**config.mk**
```make
export PLATFORM = sky130hd
export DESIGN_NAME = tsl_top
export DESIGN_NICKNAME = d
export VERILOG_FILES = /design/src/tsl_sync.v /design/src/tsl_top.v
export VERILOG_INCLUDE_DIRS = /design/src
export SDC_FILE = /design/constraint.sdc
export NUM_CORES = 1
export LEC_CHECK = 0
export ABC_AREA = 1
export BUFFER_PORTS_ARGS = -buffer_cell sky130_fd_sc_hd__buf_2
export CAP_MARGIN = 20
export CELL_PAD_IN_SITES_DETAIL_PLACEMENT = 1
export CELL_PAD_IN_SITES_GLOBAL_PLACEMENT = 2
export CORE_MARGIN = 2
export CORE_UTILIZATION = 35
export CTS_BUF_LIST = sky130_fd_sc_hd__clkbuf_8
export DETAILED_ROUTE_END_ITERATION = 8
export GPL_TIMING_DRIVEN = 1
export PLACE_DENSITY_LB_ADDON = 0.1
export REMOVE_ABC_BUFFERS = 1
export SETUP_SLACK_MARGIN = 0.3
export SYNTH_ARGS = -nofsm -noshare
export SYNTH_HDL_FRONTEND = slang
export SYNTH_SLANG_ARGS = --single-unit
```
**constraint.sdc**
```tcl
create_clock -name pclk -period 1.9 [get_ports pclk]
set_input_delay 0.38 -clock pclk [delete_from_list [all_inputs] [get_ports pclk]]
set_output_delay 0.38 -clock pclk [all_outputs]
set_load 0.02 [all_outputs]
```
**src/tsl_consts.vh**
```
// constants for the tracker sleep and indicator block
// assumes a 100 MHz pclk and one-word APB register slots
`ifndef TSL_CONSTS_VH
`define TSL_CONSTS_VH
// register byte offsets
`define TSL_OFF_CTRL 12'h000
`define TSL_OFF_TIMEOUT 12'h004
`define TSL_OFF_STATUS 12'h008
`define TSL_OFF_EVENT 12'h00c
// control fields
`define TSL_CTRL_SLEEP_EN 0
`define TSL_CTRL_DEEP_EN 1
`define TSL_CTRL_IGN_SEL 3:2
`define TSL_CTRL_GPS_OFF 4
`define TSL_CTRL_BOOT 5
`define TSL_CTRL_FLASH 6
`define TSL_CTRL_DISABLE 7
`define TSL_CTRL_REC_METH 11:8
`define TSL_CTRL_W 12
`define TSL_CTRL_RST 12'h001
// sleep timeout in seconds
`define TSL_TIMEOUT_RST 16'h003c
// tick rates: 100 MHz clock, 1 ms tick
`define TSL_CLK_HZ 100000000
// cycles per ms at that clock; the count needs 17 bits
`define TSL_MS_W 17
`define TSL_MS_CYCLES 17'd100000
`define TSL_MS_PER_S 16'd1000
// blink half periods and modem burst length in ms
`define TSL_HALF_1S 16'd500
`define TSL_HALF_2S 16'd1000
`define TSL_HALF_FAST 16'd50
`define TSL_BURST_MS 16'd400
// power states
`define TSL_ST_RUN 2'd0
`define TSL_ST_SLEEP 2'd1
`define TSL_ST_DEEP 2'd2
`endif

```
**src/tsl_sync.v**
```verilog
// three-stage synchroniser for one asynchronous pin
// assumes pin changes are slow against pclk
`timescale 1ns/100ps
module tsl_sync (
   pclk,
   presetn,
   pin,
   level
);
   input wire pclk;
   input wire presetn;
   input wire pin;
   output reg level;
   reg s1_reg;
   reg s2_reg;
   reg s3_reg;
   // only s2 reads s1; change accepted when s2 and s3 agree
   always @(posedge pclk or negedge presetn) begin
      if (!presetn) begin
         s1_reg <= 1'b0;
         s2_reg <= 1'b0;
         s3_reg <= 1'b0;
         level <= 1'b0;
      end else begin
         s1_reg <= pin;
         s2_reg <= s1_reg;
         s3_reg <= s2_reg;
         if (s2_reg == s3_reg) begin
            level <= s3_reg;
         end
      end
   end
endmodule // tsl_sync

```
**src/tsl_top.v**
```verilog
// sleep sequencing and indicator LEDs of the tracking unit
// assumes an APB master on pclk and raw pins from receiver, sensor, ignition, usb
//
// Register access over APB and the placing of the registers are this design's own decisions.
`timescale 1ns/100ps
`include "tsl_consts.vh"
module tsl_top (
   pclk,
   presetn,
   psel,
   penable,
   pwrite,
   paddr,
   pwdata,
   prdata,
   pready,
   pslverr,
   gps_fix,
   gps_time_sync,
   motion,
   din1,
   din2,
   din3,
   usb_detect,
   modem_act,
   trig_time,
   trig_dist,
   trig_angle,
   trig_speed,
   event_in,
   nav_led,
   stat_led,
   gps_power,
   rec_periodic,
   rec_event,
   rec_last_coord,
   asleep
);
   input wire pclk;
   input wire presetn;
   input wire psel;
   input wire penable;
   input wire pwrite;
   input wire [11:0] paddr;
   input wire [31:0] pwdata;
   output reg [31:0] prdata;
   output reg pready;
   output reg pslverr;
   input wire gps_fix;
   input wire gps_time_sync;
   input wire motion;
   input wire din1;
   input wire din2;
   input wire din3;
   input wire usb_detect;
   input wire modem_act;
   input wire trig_time;
   input wire trig_dist;
   input wire trig_angle;
   input wire trig_speed;
   input wire event_in;
   output reg nav_led;
   output reg stat_led;
   output reg gps_power;
   output reg rec_periodic;
   output reg rec_event;
   output reg rec_last_coord;
   output reg asleep;

   wire fix_s, tsync_s, motion_s, din1_s, din2_s, din3_s, usb_s, modem_s;
   wire ttime_s, tdist_s, tang_s, tspd_s, event_s;
   reg [`TSL_CTRL_W-1:0] ctrl_reg;
   reg [15:0] timeout_reg;
   parameter [`TSL_MS_W-1:0] MS_CYCLES = `TSL_MS_CYCLES; // benches shorten it to reach seconds quickly
   reg [`TSL_MS_W-1:0] ms_div_reg;
   reg tick_ms_reg;
   reg [15:0] ms_in_s_reg;
   reg [15:0] idle_s_reg;
   reg [1:0] state_reg;
   reg [1:0] state_next;
   reg [15:0] nav_cnt_reg;
   reg nav_ph_reg;
   reg [15:0] st_cnt_reg;
   reg st_ph_reg;
   reg [15:0] fast_cnt_reg;
   reg fast_ph_reg;
   reg [15:0] burst_reg;
   reg modem_d_reg;
   reg [3:0] evt_sticky_reg;
   reg ign_on;
   reg conds_ok;
   reg wake;
   reg [15:0] st_half;

   // every asynchronous input passes the three-stage filter
   tsl_sync u_fix (.pclk(pclk), .presetn(presetn), .pin(gps_fix), .level(fix_s));
   tsl_sync u_tsy (.pclk(pclk), .presetn(presetn), .pin(gps_time_sync), .level(tsync_s));
   tsl_sync u_mot (.pclk(pclk), .presetn(presetn), .pin(motion), .level(motion_s));
   tsl_sync u_d1 (.pclk(pclk), .presetn(presetn), .pin(din1), .level(din1_s));
   tsl_sync u_d2 (.pclk(pclk), .presetn(presetn), .pin(din2), .level(din2_s));
   tsl_sync u_d3 (.pclk(pclk), .presetn(presetn), .pin(din3), .level(din3_s));
   tsl_sync u_usb (.pclk(pclk), .presetn(presetn), .pin(usb_detect), .level(usb_s));
   tsl_sync u_mdm (.pclk(pclk), .presetn(presetn), .pin(modem_act), .level(modem_s));
   tsl_sync u_tt (.pclk(pclk), .presetn(presetn), .pin(trig_time), .level(ttime_s));
   tsl_sync u_td (.pclk(pclk), .presetn(presetn), .pin(trig_dist), .level(tdist_s));
   tsl_sync u_ta (.pclk(pclk), .presetn(presetn), .pin(trig_angle), .level(tang_s));
   tsl_sync u_ts (.pclk(pclk), .presetn(presetn), .pin(trig_speed), .level(tspd_s));
   tsl_sync u_ev (.pclk(pclk), .presetn(presetn), .pin(event_in), .level(event_s));

   // half-period toggler shared by all blink generators
   function [16:0] blink_step;
      input [15:0] cnt;
      input ph;
      input [15:0] half;
      begin
         if (cnt >= half - 16'd1) begin
            blink_step = {~ph, 16'h0000};
         end else begin
            blink_step = {ph, cnt + 16'd1};
         end
      end
   endfunction

   wire apb_wr = psel && penable && pwrite;
   wire apb_acc = psel && penable;

   // apb slave: zero wait, pready only in access phase
   always @(posedge pclk or negedge presetn) begin
      if (!presetn) begin
         ctrl_reg <= `TSL_CTRL_RST;
         timeout_reg <= `TSL_TIMEOUT_RST;
         prdata <= 32'h00000000;
         pready <= 1'b0;
         pslverr <= 1'b0;
      end else begin
         pready <= psel && !penable;
         pslverr <= 1'b0;
         if (psel && !penable) begin
            case (paddr)
               `TSL_OFF_CTRL: prdata <= {20'h00000, ctrl_reg};
               `TSL_OFF_TIMEOUT: prdata <= {16'h0000, timeout_reg};
               `TSL_OFF_STATUS: prdata <= {22'h000000, din3_s, din2_s, usb_s, motion_s,
                                           tsync_s, fix_s, din1_s, asleep, state_reg};
               `TSL_OFF_EVENT: prdata <= {28'h0000000, evt_sticky_reg};
               default: begin
                  prdata <= 32'h00000000;
                  pslverr <= 1'b1;
               end
            endcase
         end
         if (apb_wr && pready) begin
            case (paddr)
               `TSL_OFF_CTRL: ctrl_reg <= pwdata[`TSL_CTRL_W-1:0];
               `TSL_OFF_TIMEOUT: timeout_reg <= pwdata[15:0];
               default: ctrl_reg <= ctrl_reg;
            endcase
         end
      end
   end

   // 1 ms tick; seconds are counted in the stationary counter below
   always @(posedge pclk or negedge presetn) begin
      if (!presetn) begin
         ms_div_reg <= {`TSL_MS_W{1'b0}};
         tick_ms_reg <= 1'b0;
      end else if (ms_div_reg == MS_CYCLES - 1'b1) begin
         ms_div_reg <= {`TSL_MS_W{1'b0}};
         tick_ms_reg <= 1'b1;
      end else begin
         ms_div_reg <= ms_div_reg + 1'b1;
         tick_ms_reg <= 1'b0;
      end
   end

   // ignition source select; code 0 is din1, the dedicated ignition pin
   always @* begin
      case (ctrl_reg[`TSL_CTRL_IGN_SEL])
         2'd0: ign_on = din1_s;
         2'd1: ign_on = din2_s;
         2'd2: ign_on = din3_s;
         default: ign_on = motion_s;
      endcase
   end

   // entry and exit conditions
   always @* begin
      conds_ok = (ctrl_reg[`TSL_CTRL_SLEEP_EN] || ctrl_reg[`TSL_CTRL_DEEP_EN]) && tsync_s &&
                 !motion_s && !ign_on && !usb_s;
      wake = motion_s || ign_on || usb_s;
   end

   // stationary seconds counter
   always @(posedge pclk or negedge presetn) begin
      if (!presetn) begin
         ms_in_s_reg <= 16'h0000;
         idle_s_reg <= 16'h0000;
      end else if (motion_s || ign_on) begin
         ms_in_s_reg <= 16'h0000;
         idle_s_reg <= 16'h0000;
      end else if (tick_ms_reg) begin
         if (ms_in_s_reg == `TSL_MS_PER_S - 16'd1) begin
            ms_in_s_reg <= 16'h0000;
            if (idle_s_reg != 16'hffff) begin
               idle_s_reg <= idle_s_reg + 16'd1;
            end
         end else begin
            ms_in_s_reg <= ms_in_s_reg + 16'd1;
         end
      end
   end

   // power state machine; deep sleep wins when both are enabled
   always @* begin
      state_next = state_reg;
      case (state_reg)
         `TSL_ST_RUN: begin
            if (conds_ok && idle_s_reg >= timeout_reg) begin
               state_next = ctrl_reg[`TSL_CTRL_DEEP_EN] ? `TSL_ST_DEEP : `TSL_ST_SLEEP;
            end
         end
         `TSL_ST_SLEEP, `TSL_ST_DEEP: begin
            if (wake) begin
               state_next = `TSL_ST_RUN;
            end
         end
         default: state_next = `TSL_ST_RUN;
      endcase
   end

   // state register and record outputs
   always @(posedge pclk or negedge presetn) begin
      if (!presetn) begin
         state_reg <= `TSL_ST_RUN;
         asleep <= 1'b0;
         gps_power <= 1'b1;
         rec_periodic <= 1'b0;
         rec_event <= 1'b0;
         rec_last_coord <= 1'b0;
         evt_sticky_reg <= 4'h0;
      end else begin
         state_reg <= state_next;
         asleep <= (state_next != `TSL_ST_RUN);
         gps_power <= (state_next == `TSL_ST_RUN) && !ctrl_reg[`TSL_CTRL_GPS_OFF];
         rec_periodic <= (state_next == `TSL_ST_RUN) &&
                         |(ctrl_reg[`TSL_CTRL_REC_METH] & {tspd_s, tang_s, tdist_s, ttime_s});
         rec_event <= event_s;
         rec_last_coord <= (state_next != `TSL_ST_RUN) || !fix_s;
         // set wins over write-one clear
         evt_sticky_reg <= (evt_sticky_reg & ~((apb_wr && pready && paddr == `TSL_OFF_EVENT) ?
                           pwdata[3:0] : 4'h0)) | {tspd_s, tang_s, tdist_s, ttime_s};
      end
   end

   // blink timebases
   always @(posedge pclk or negedge presetn) begin
      if (!presetn) begin
         nav_cnt_reg <= 16'h0000;
         nav_ph_reg <= 1'b0;
         st_cnt_reg <= 16'h0000;
         st_ph_reg <= 1'b0;
         fast_cnt_reg <= 16'h0000;
         fast_ph_reg <= 1'b0;
      end else if (tick_ms_reg) begin
         {nav_ph_reg, nav_cnt_reg} <= blink_step(nav_cnt_reg, nav_ph_reg, `TSL_HALF_1S);
         {st_ph_reg, st_cnt_reg} <= blink_step(st_cnt_reg, st_ph_reg, st_half);
         {fast_ph_reg, fast_cnt_reg} <= blink_step(fast_cnt_reg, fast_ph_reg, `TSL_HALF_FAST);
      end
   end

   always @* begin
      st_half = (state_reg == `TSL_ST_DEEP) ? `TSL_HALF_2S : `TSL_HALF_1S;
   end

   // modem burst timer, retriggered on each rising activity edge
   always @(posedge pclk or negedge presetn) begin
      if (!presetn) begin
         modem_d_reg <= 1'b0;
         burst_reg <= 16'h0000;
      end else begin
         modem_d_reg <= modem_s;
         if (modem_s && !modem_d_reg) begin
            burst_reg <= `TSL_BURST_MS;
         end else if (tick_ms_reg && burst_reg != 16'h0000) begin
            burst_reg <= burst_reg - 16'd1;
         end
      end
   end

   // led drivers
   always @(posedge pclk or negedge presetn) begin
      if (!presetn) begin
         nav_led <= 1'b0;
         stat_led <= 1'b0;
      end else begin
         if (!gps_power || state_reg == `TSL_ST_DEEP) begin
            nav_led <= 1'b0;
         end else if (!fix_s) begin
            nav_led <= 1'b1;
         end else begin
            nav_led <= nav_ph_reg;
         end
         if (ctrl_reg[`TSL_CTRL_DISABLE] || ctrl_reg[`TSL_CTRL_FLASH]) begin
            stat_led <= 1'b0;
         end else if (ctrl_reg[`TSL_CTRL_BOOT]) begin
            stat_led <= fast_ph_reg;
         end else if (burst_reg != 16'h0000) begin
            stat_led <= fast_ph_reg;
         end else begin
            stat_led <= st_ph_reg;
         end
      end
   end
endmodule // tsl_top

```
==> results.cfg, run 1 <==
[synth]
yosys.cell_count.top_type = dfrtp_1
yosysTopAreaCell = dfrtp_1
synth_cell_types = 59
synth_fa_ha_area_share_pct = 4.94
synth_top_family_by_area = simple AND/OR/NAND/NOR gates
synth_top_area_share_pct = 53.3
yosysWarningCount = 0
synth_ff_type = dfrtp_1
synth_commonest_cells = dfrtp_1, nand2_1, inv_1
async_reset_ff_share_pct = 100
synth_simple_gate_area_share_pct = 20.3
synth_area_um2 = 10500
syn_avg_cell_area_um2 = 9.31
netlist_instances = 1125
synth_compound_area_share_pct = 8.81
synth_edf_count = 0
yosys_register_bits = 229
synthMuxAreaShare_pct = 0.525
yosysSeqAreaShare_pct = 54.8
ys_top_cells_by_area = dfrtp_1, nand2_1, inv_1
synthXorXnorAreaFrac_pct = 2.67

[sta]
tns_ps = -48.9
hold_viol = 0
max-slew-margin-rel_pct = 54.8
grt_setup_unrepaired = yes
worstMarginPinSlew_ps = 677
fin_crit_sh_pct = 101
setup_viol = 3
fin_skew_ps = 19.4
max_freq_ghz = 0.519
worst_hold_slack_ps = 72.1
slew_viol_final = 0
fin_crit_ps = 1930
fin_ws_ps = -26.9

[floorplan]
fp-row-count = 63
die_x_um = 177
die_h_um = 177
core_um2 = 29600
dieArea_um2 = 31300
boundaryPins = 103
initial_core_util_pct = 35.4

[critical_path]
critPathLaunchType = register
critPathBufInv = 1
crit_path_frequent_cell = nand2_1
startpoint = timeout_reg[5]
required_ps = 2310
criticalPathCategory = register to register
cpPeakStageDelay_ps = 530
cp_cell_sequence = inv_2 > ha_4 > nand2_1 > nand2_1 > nand2_1 > nand2_1 > nor2_1 > nand2_1 > nand2_1 > nand2_2 > nand2_2 > nand2_1 > nand2_1 > nand2_1 > nand2_2 > nand2_4 > nand2_4 > nor2_1
r2r-start = timeout_reg[5]
slowest_stage = dfstp_2
critical_path.top_delay_family = simple AND/OR/NAND/NOR gates
arrival_ps = 2340
cp_max_fo = 3
end_kind = register

[hold_path]
hp-start = pwdata[14]
hp-class = primary input to register

[power_and_ir_drop]
finalPower_mw = 11.6
peakVddDrop_v = 0.000422
leakagePower_nw = 7.11
power_density_nw_per_um2 = 773

[clock_network]
clkLatencyLatePin_ps = 550
htreeDepth = 2
clock-sinks = 229
cts_tree = yes
clk_pin_slew_ps = 60
cts_buffer_depth = 3
root_buffer = clkbuf_8
cts-buffers-inserted = 44

[drt]
num_vias = 8593
wl_per_cell_um = 16.0
antenna_left = 0
drc = 0
dr.first_iter.drc_count = 368
drt-total-wl_mm = 29.4
first_pass_iters = 4
avgViaCountPerCell = 4.69

[global_route]
grt_pass1_wl_mm = 45.8
grt_pass1_vias = 8941
grt_antenna_before_repair = 0
grt_use_total_pct = 18.3
overflow = 0
grt_max_degree = 54

[final_layout]
nNetsFinal = 1502
antenna_cells = 0
drive_gt1_share_pct = 40.2
largest_reg_flops = 17
syn_to_final_growth_pct = 43.7
fin_util_pct = 50.9

[run]
maxCapViolations = 0

[placement]
portBuffers = 70
gp_congestion = 0.763
dpl.hpwl_mm = 19.1

[run_status]
violations = negative setup slack
outcome = complete, but fails checks
cells by family after synthesis:
| family | after synthesis |
|---|---|
| buffers and inverters | 193 |
| adder cells (fa/ha/maj) | 44 |
| other | 1 |
| AO/OA/AOI/OAI | 158 |
| flip-flops | 229 |
| XOR/XNOR | 32 |
| AND/OR/NAND/NOR | 463 |
| multiplexers | 5 |
placed cells by master (no fill, tap or decap), types with 21 or more instances in the layout:
cell / instances
a21oi_1: 22
a21oi_2: 22
buf_2: 68
buf_4: 119
buf_6: 44
clkbuf_8: 59
dfrtp_1: 213
inv_1: 124
inv_2: 32
nand2_1: 162
nand2_2: 23
nand2_4: 23
nand3_1: 32
nor2_1: 85
nor2_4: 21
o21ai_0: 34
o21ai_1: 27
xor2_1: 27
report_power, final:
group | leakage (nW) | total [mW] | switching (mW) | internal (mW)
sequential | 2.98 | 5.09 | 0.0874 | 5.00
clock | 0.539 | 5.34 | 2.15 | 3.19
combinational | 3.59 | 1.20 | 0.694 | 0.510
layer usage:
layer	track usage [%]	wire, µm
met1	24.8	13500
met3	3.09	1030
met2	30.5	14300
met5	0	0
met4	4.86	499
metrics by stage:
step	cells	setup WS (ps)	instance area [µm²]
global route	1833	-211	15100
finish	1833	-26.9	15100
global placement	1649	-117	11900
floorplan	1105	-296	10300
CTS	1786	-76.6	14000
detailed placement	1649	-140	11900
final timing paths:
| check | endpoint | depth (start not counted) | slack [ps] |
|---|---|---|---|
| hold / removal | timeout_reg[14] | 2 | 70 |
| min in group asynchronous | u_tsy.s3_reg | 2 | 370 |
| max in group asynchronous | idle_s_reg[5] | 3 | 860 |
| hold reg to reg | u_ts.s2_reg | 0 | 340 |
| setup reg to reg | rec_periodic | 18 | -30 |
| setup / recovery | rec_periodic | 18 | -30 |
layout make-up:
class                   instances  area (µm²)
clock buffers                  59         812
clock inverters                21         176
fillers                      3321       14500
inverters                     158         628
multi-input cells             719        5090
flip-flops and latches        229        5750
well taps                     390         488
repair buffers                257        2110
timing repair:
item	in CTS	in global routing
hold buffers	14	0
resized for setup	173	178
endpoints found under the setup margin	74	88
buffers inserted	42	45
hold endpoints to repair	53	0
pin swaps	52	67
gates cloned	1	2
Power figures use the tool's default switching activity.
==> inputs of run 2 (changes only) <==
--- a/config.mk
+++ b/config.mk
@@ -6,16 +6,13 @@
 export SDC_FILE = /design/constraint.sdc
 export NUM_CORES = 1
 export LEC_CHECK = 0
-export ABC_AREA = 1
 export BUFFER_PORTS_ARGS = -buffer_cell sky130_fd_sc_hd__buf_2
 export CAP_MARGIN = 20
 export CELL_PAD_IN_SITES_DETAIL_PLACEMENT = 1
 export CELL_PAD_IN_SITES_GLOBAL_PLACEMENT = 2
 export CORE_MARGIN = 2
 export CORE_UTILIZATION = 35
-export CTS_BUF_LIST = sky130_fd_sc_hd__clkbuf_8
 export DETAILED_ROUTE_END_ITERATION = 8
-export GPL_TIMING_DRIVEN = 1
 export PLACE_DENSITY_LB_ADDON = 0.1
 export REMOVE_ABC_BUFFERS = 1
 export SETUP_SLACK_MARGIN = 0.3
==> run 2 against run 1 <==
Effect of this change: die area down 1.3%; first-iteration DRC count down 30%; worst hold slack worse by 8.2 ps; final cell count down 11%; largest power group unchanged; critical path type unchanged; global-route usage up 0.061 points; via count down 5.5%; the flow still finishes with violations (negative setup slack).
==> results.cfg, run 2 <==
[run_status]
outcome = complete, but fails checks
violations = negative setup slack

[synth]
synth_edf_count = 0
ys_top_cells_by_area = dfrtp_1, nor2_1, ha_1
syn_avg_cell_area_um2 = 11.0
synth_top_family_by_area = simple AND/OR/NAND/NOR gates
synthMuxAreaShare_pct = 5.02
netlist_instances = 941
yosys_register_bits = 229
synth_commonest_cells = dfrtp_1, nor2_1, nand2_1
synth_simple_gate_area_share_pct = 17.8
synth_cell_types = 64
synth_fa_ha_area_share_pct = 5.01
synthXorXnorAreaFrac_pct = 5.17
yosysWarningCount = 0
yosysTopAreaCell = dfrtp_1
synth_area_um2 = 10300
synth_top_area_share_pct = 53.9
yosys.cell_count.top_type = dfrtp_1
synth_ff_type = dfrtp_1
synth_compound_area_share_pct = 8.02
yosysSeqAreaShare_pct = 55.5
async_reset_ff_share_pct = 100

[placement]
portBuffers = 70
pre_cts_ws_ps = -536
dpl_cell_area_um2 = 12100
dpl.hpwl_mm = 18.5
gp_congestion = 0.745

[drt]
num_vias = 8120
antenna_left = 0
avgViaCountPerCell = 4.98
first_pass_iters = 4
dr.first_iter.drc_count = 257
drc = 0
wl_per_cell_um = 17.8
drt-total-wl_mm = 29.0

[power_and_ir_drop]
p_sw_share_pct = 23.7
peakVddDrop_v = 0.000583
power_density_nw_per_um2 = 740
power.switching_mw = 2.67
seqPwrFrac_pct = 45.2
p_int_mw = 8.58
finalPower_mw = 11.2
comb_power_share_pct = 7.5
power_frac_clock_pct = 47.3
leakagePower_nw = 6.72

[floorplan]
die_h_um = 176
initial_core_util_pct = 35.7
dieArea_um2 = 30900
core_um2 = 28900
die_x_um = 176
fp-row-count = 62
boundaryPins = 103

[sta]
hold_viol = 0
fin_crit_ps = 2290
worstMarginPinSlew_ps = 667
grt_setup_unrepaired = yes
worst_hold_slack_ps = 63.9
max-slew-margin-rel_pct = 55.4
slew_viol_final = 0
fin_skew_ps = 13.8
tns_ps = -8760
setup_viol = 55
fin_crit_sh_pct = 121
max_freq_ghz = 0.436
fin_ws_ps = -394

[clock_network]
cts_buffer_depth = 3
root_buffer = clkbuf_16
cts_tree = yes
clkLatencyLatePin_ps = 540
cts-buffers-inserted = 27
htreeDepth = 1
clk_pin_slew_ps = 60
clock-sinks = 229

[critical_path]
arrival_ps = 2760
required_ps = 2370
r2r-end = rec_last_coord
critPathLaunchType = register
cp_max_fo = 4
criticalPathCategory = register to register
rrSetupSlack_ps = -390
r2r_cells = 7
end_kind = register
r2r-start = idle_s_reg[15]

[final_layout]
antenna_cells = 0
syn_to_final_growth_pct = 46.9
nNetsFinal = 1321
final_cell_mix = dfrtp_1, buf_4, nor2_1, buf_2, nand2_1
final_cell_area_um2 = 15200
drive_gt1_share_pct = 42.7
num-fill-cells = 3048
largest_reg_flops = 17
final_common_cell = dfrtp_1

[global_route]
grt_antenna_before_repair = 0
grt_pass1_wl_mm = 46.2
grt_use_total_pct = 18.4
overflow = 0
grt_pass1_vias = 8725
grt_max_degree = 44

[hold_path]
hp-class = primary input to register
hold_depth = 2
hold-path-endpoint = timeout_reg[13]
hp-start = pwdata[13]

[run]
maxCapViolations = 0
[run 2: cell count changes in the layout (fill, tap and decap cells not counted), moves of 16 or more]
cell / previous run / this run
xnor2_1: 3 / 26
clkbuf_8: 59 / 5
nand2_2: 23 / 5
nand2_4: 23 / 3
inv_2: 32 / 8
nand2_1: 162 / 61
a21oi_2: 22 / 6
buf_4: 119 / 146
mux2_1: 0 / 16
clkbuf_16: 2 / 30
inv_1: 124 / 23
o21ai_0: 34 / 4
[run 2: through the flow]
| stage | cells | utilization, % |
|---|---|---|
| detailed placement | 1506 | 41.9 |
| finish | 1632 | 52.5 |
| global placement | 1506 | 41.9 |
| global route | 1632 | 52.5 |
| CTS | 1609 | 49.4 |
| floorplan | 914 | - |
[run 2: logic make-up after synthesis]
| family | count (synthesis) |
|---|---|
| other | 1 |
| AND/OR/NAND/NOR | 358 |
| buffers and inverters | 77 |
| multiplexers | 43 |
| AO/OA/AOI/OAI | 128 |
| flip-flops | 229 |
| adder cells (fa/ha/maj) | 44 |
| XOR/XNOR | 61 |
[run 2: worst max-delay path by stage]
stage                                from  depth (start not counted)  slack [ps]             end
after floorplan               ctrl_reg[2]                          6        -570   idle_s_reg[7]
after global placement    timeout_reg[15]                          8        -480  rec_last_coord
after detailed placement  timeout_reg[14]                          8        -540  rec_last_coord
after CTS                  idle_s_reg[13]                          7        -420  rec_last_coord
after global routing      timeout_reg[15]                          8        -510  rec_last_coord
final                      idle_s_reg[15]                          7        -390  rec_last_coord
[run 2: repair_timing]
item,in CTS,in global routing
pin swaps,91,87
gates cloned,8,4
setup buffers,32,19
gates resized for setup,174,147
hold buffers,14,0
endpoints found under the setup margin,113,128
hold endpoints to repair,46,0
[run 2: cell type report]
| cell class | instances | area (µm²) | share of cell area [%] |
|---|---|---|---|
| Timing Repair Buffer | 282 | 2380 | 15.7 |
| Tap cell | 384 | 480 | 3.16 |
| Multi-Input combinational cell | 653 | 5540 | 36.4 |
| Sequential cell | 229 | 5740 | 37.8 |
| Inverter | 35 | 144 | 0.947 |
| Clock inverter | 15 | 164 | 1.08 |
| Clock buffer | 34 | 752 | 4.95 |
[run 2: critical path, stage by stage (launching register included)]
cell and delay [ps]:
dfrtp_1 410, ha_4 280, nand4_1 160, or3_4 400, a311oi_4 280, o311ai_4 160, a311oi_4 390, nand2b_1 150
[run 2: per-layer routing]
metal  GRT usage (%)  vias to the layer above  wire [µm]
li1                -                     3874          -
met2            31.5                      110      14200
met3            2.68                       37        988
met1            25.1                     4099      13400
met5               0                        -          0
met4            3.34                        0        415
[run 2: power groups by stage]
stage	logic (mW)	registers, mW	clock network [mW]
6_report	0.838	5.09	5.32
2_1_floorplan	0.203	5.15	0
5_1_grt	0.914	5.10	5.68
3_5_place_dp	0.592	5.16	0
3_3_place_gp	0.584	5.16	0
4_1_cts	0.763	5.08	5.46
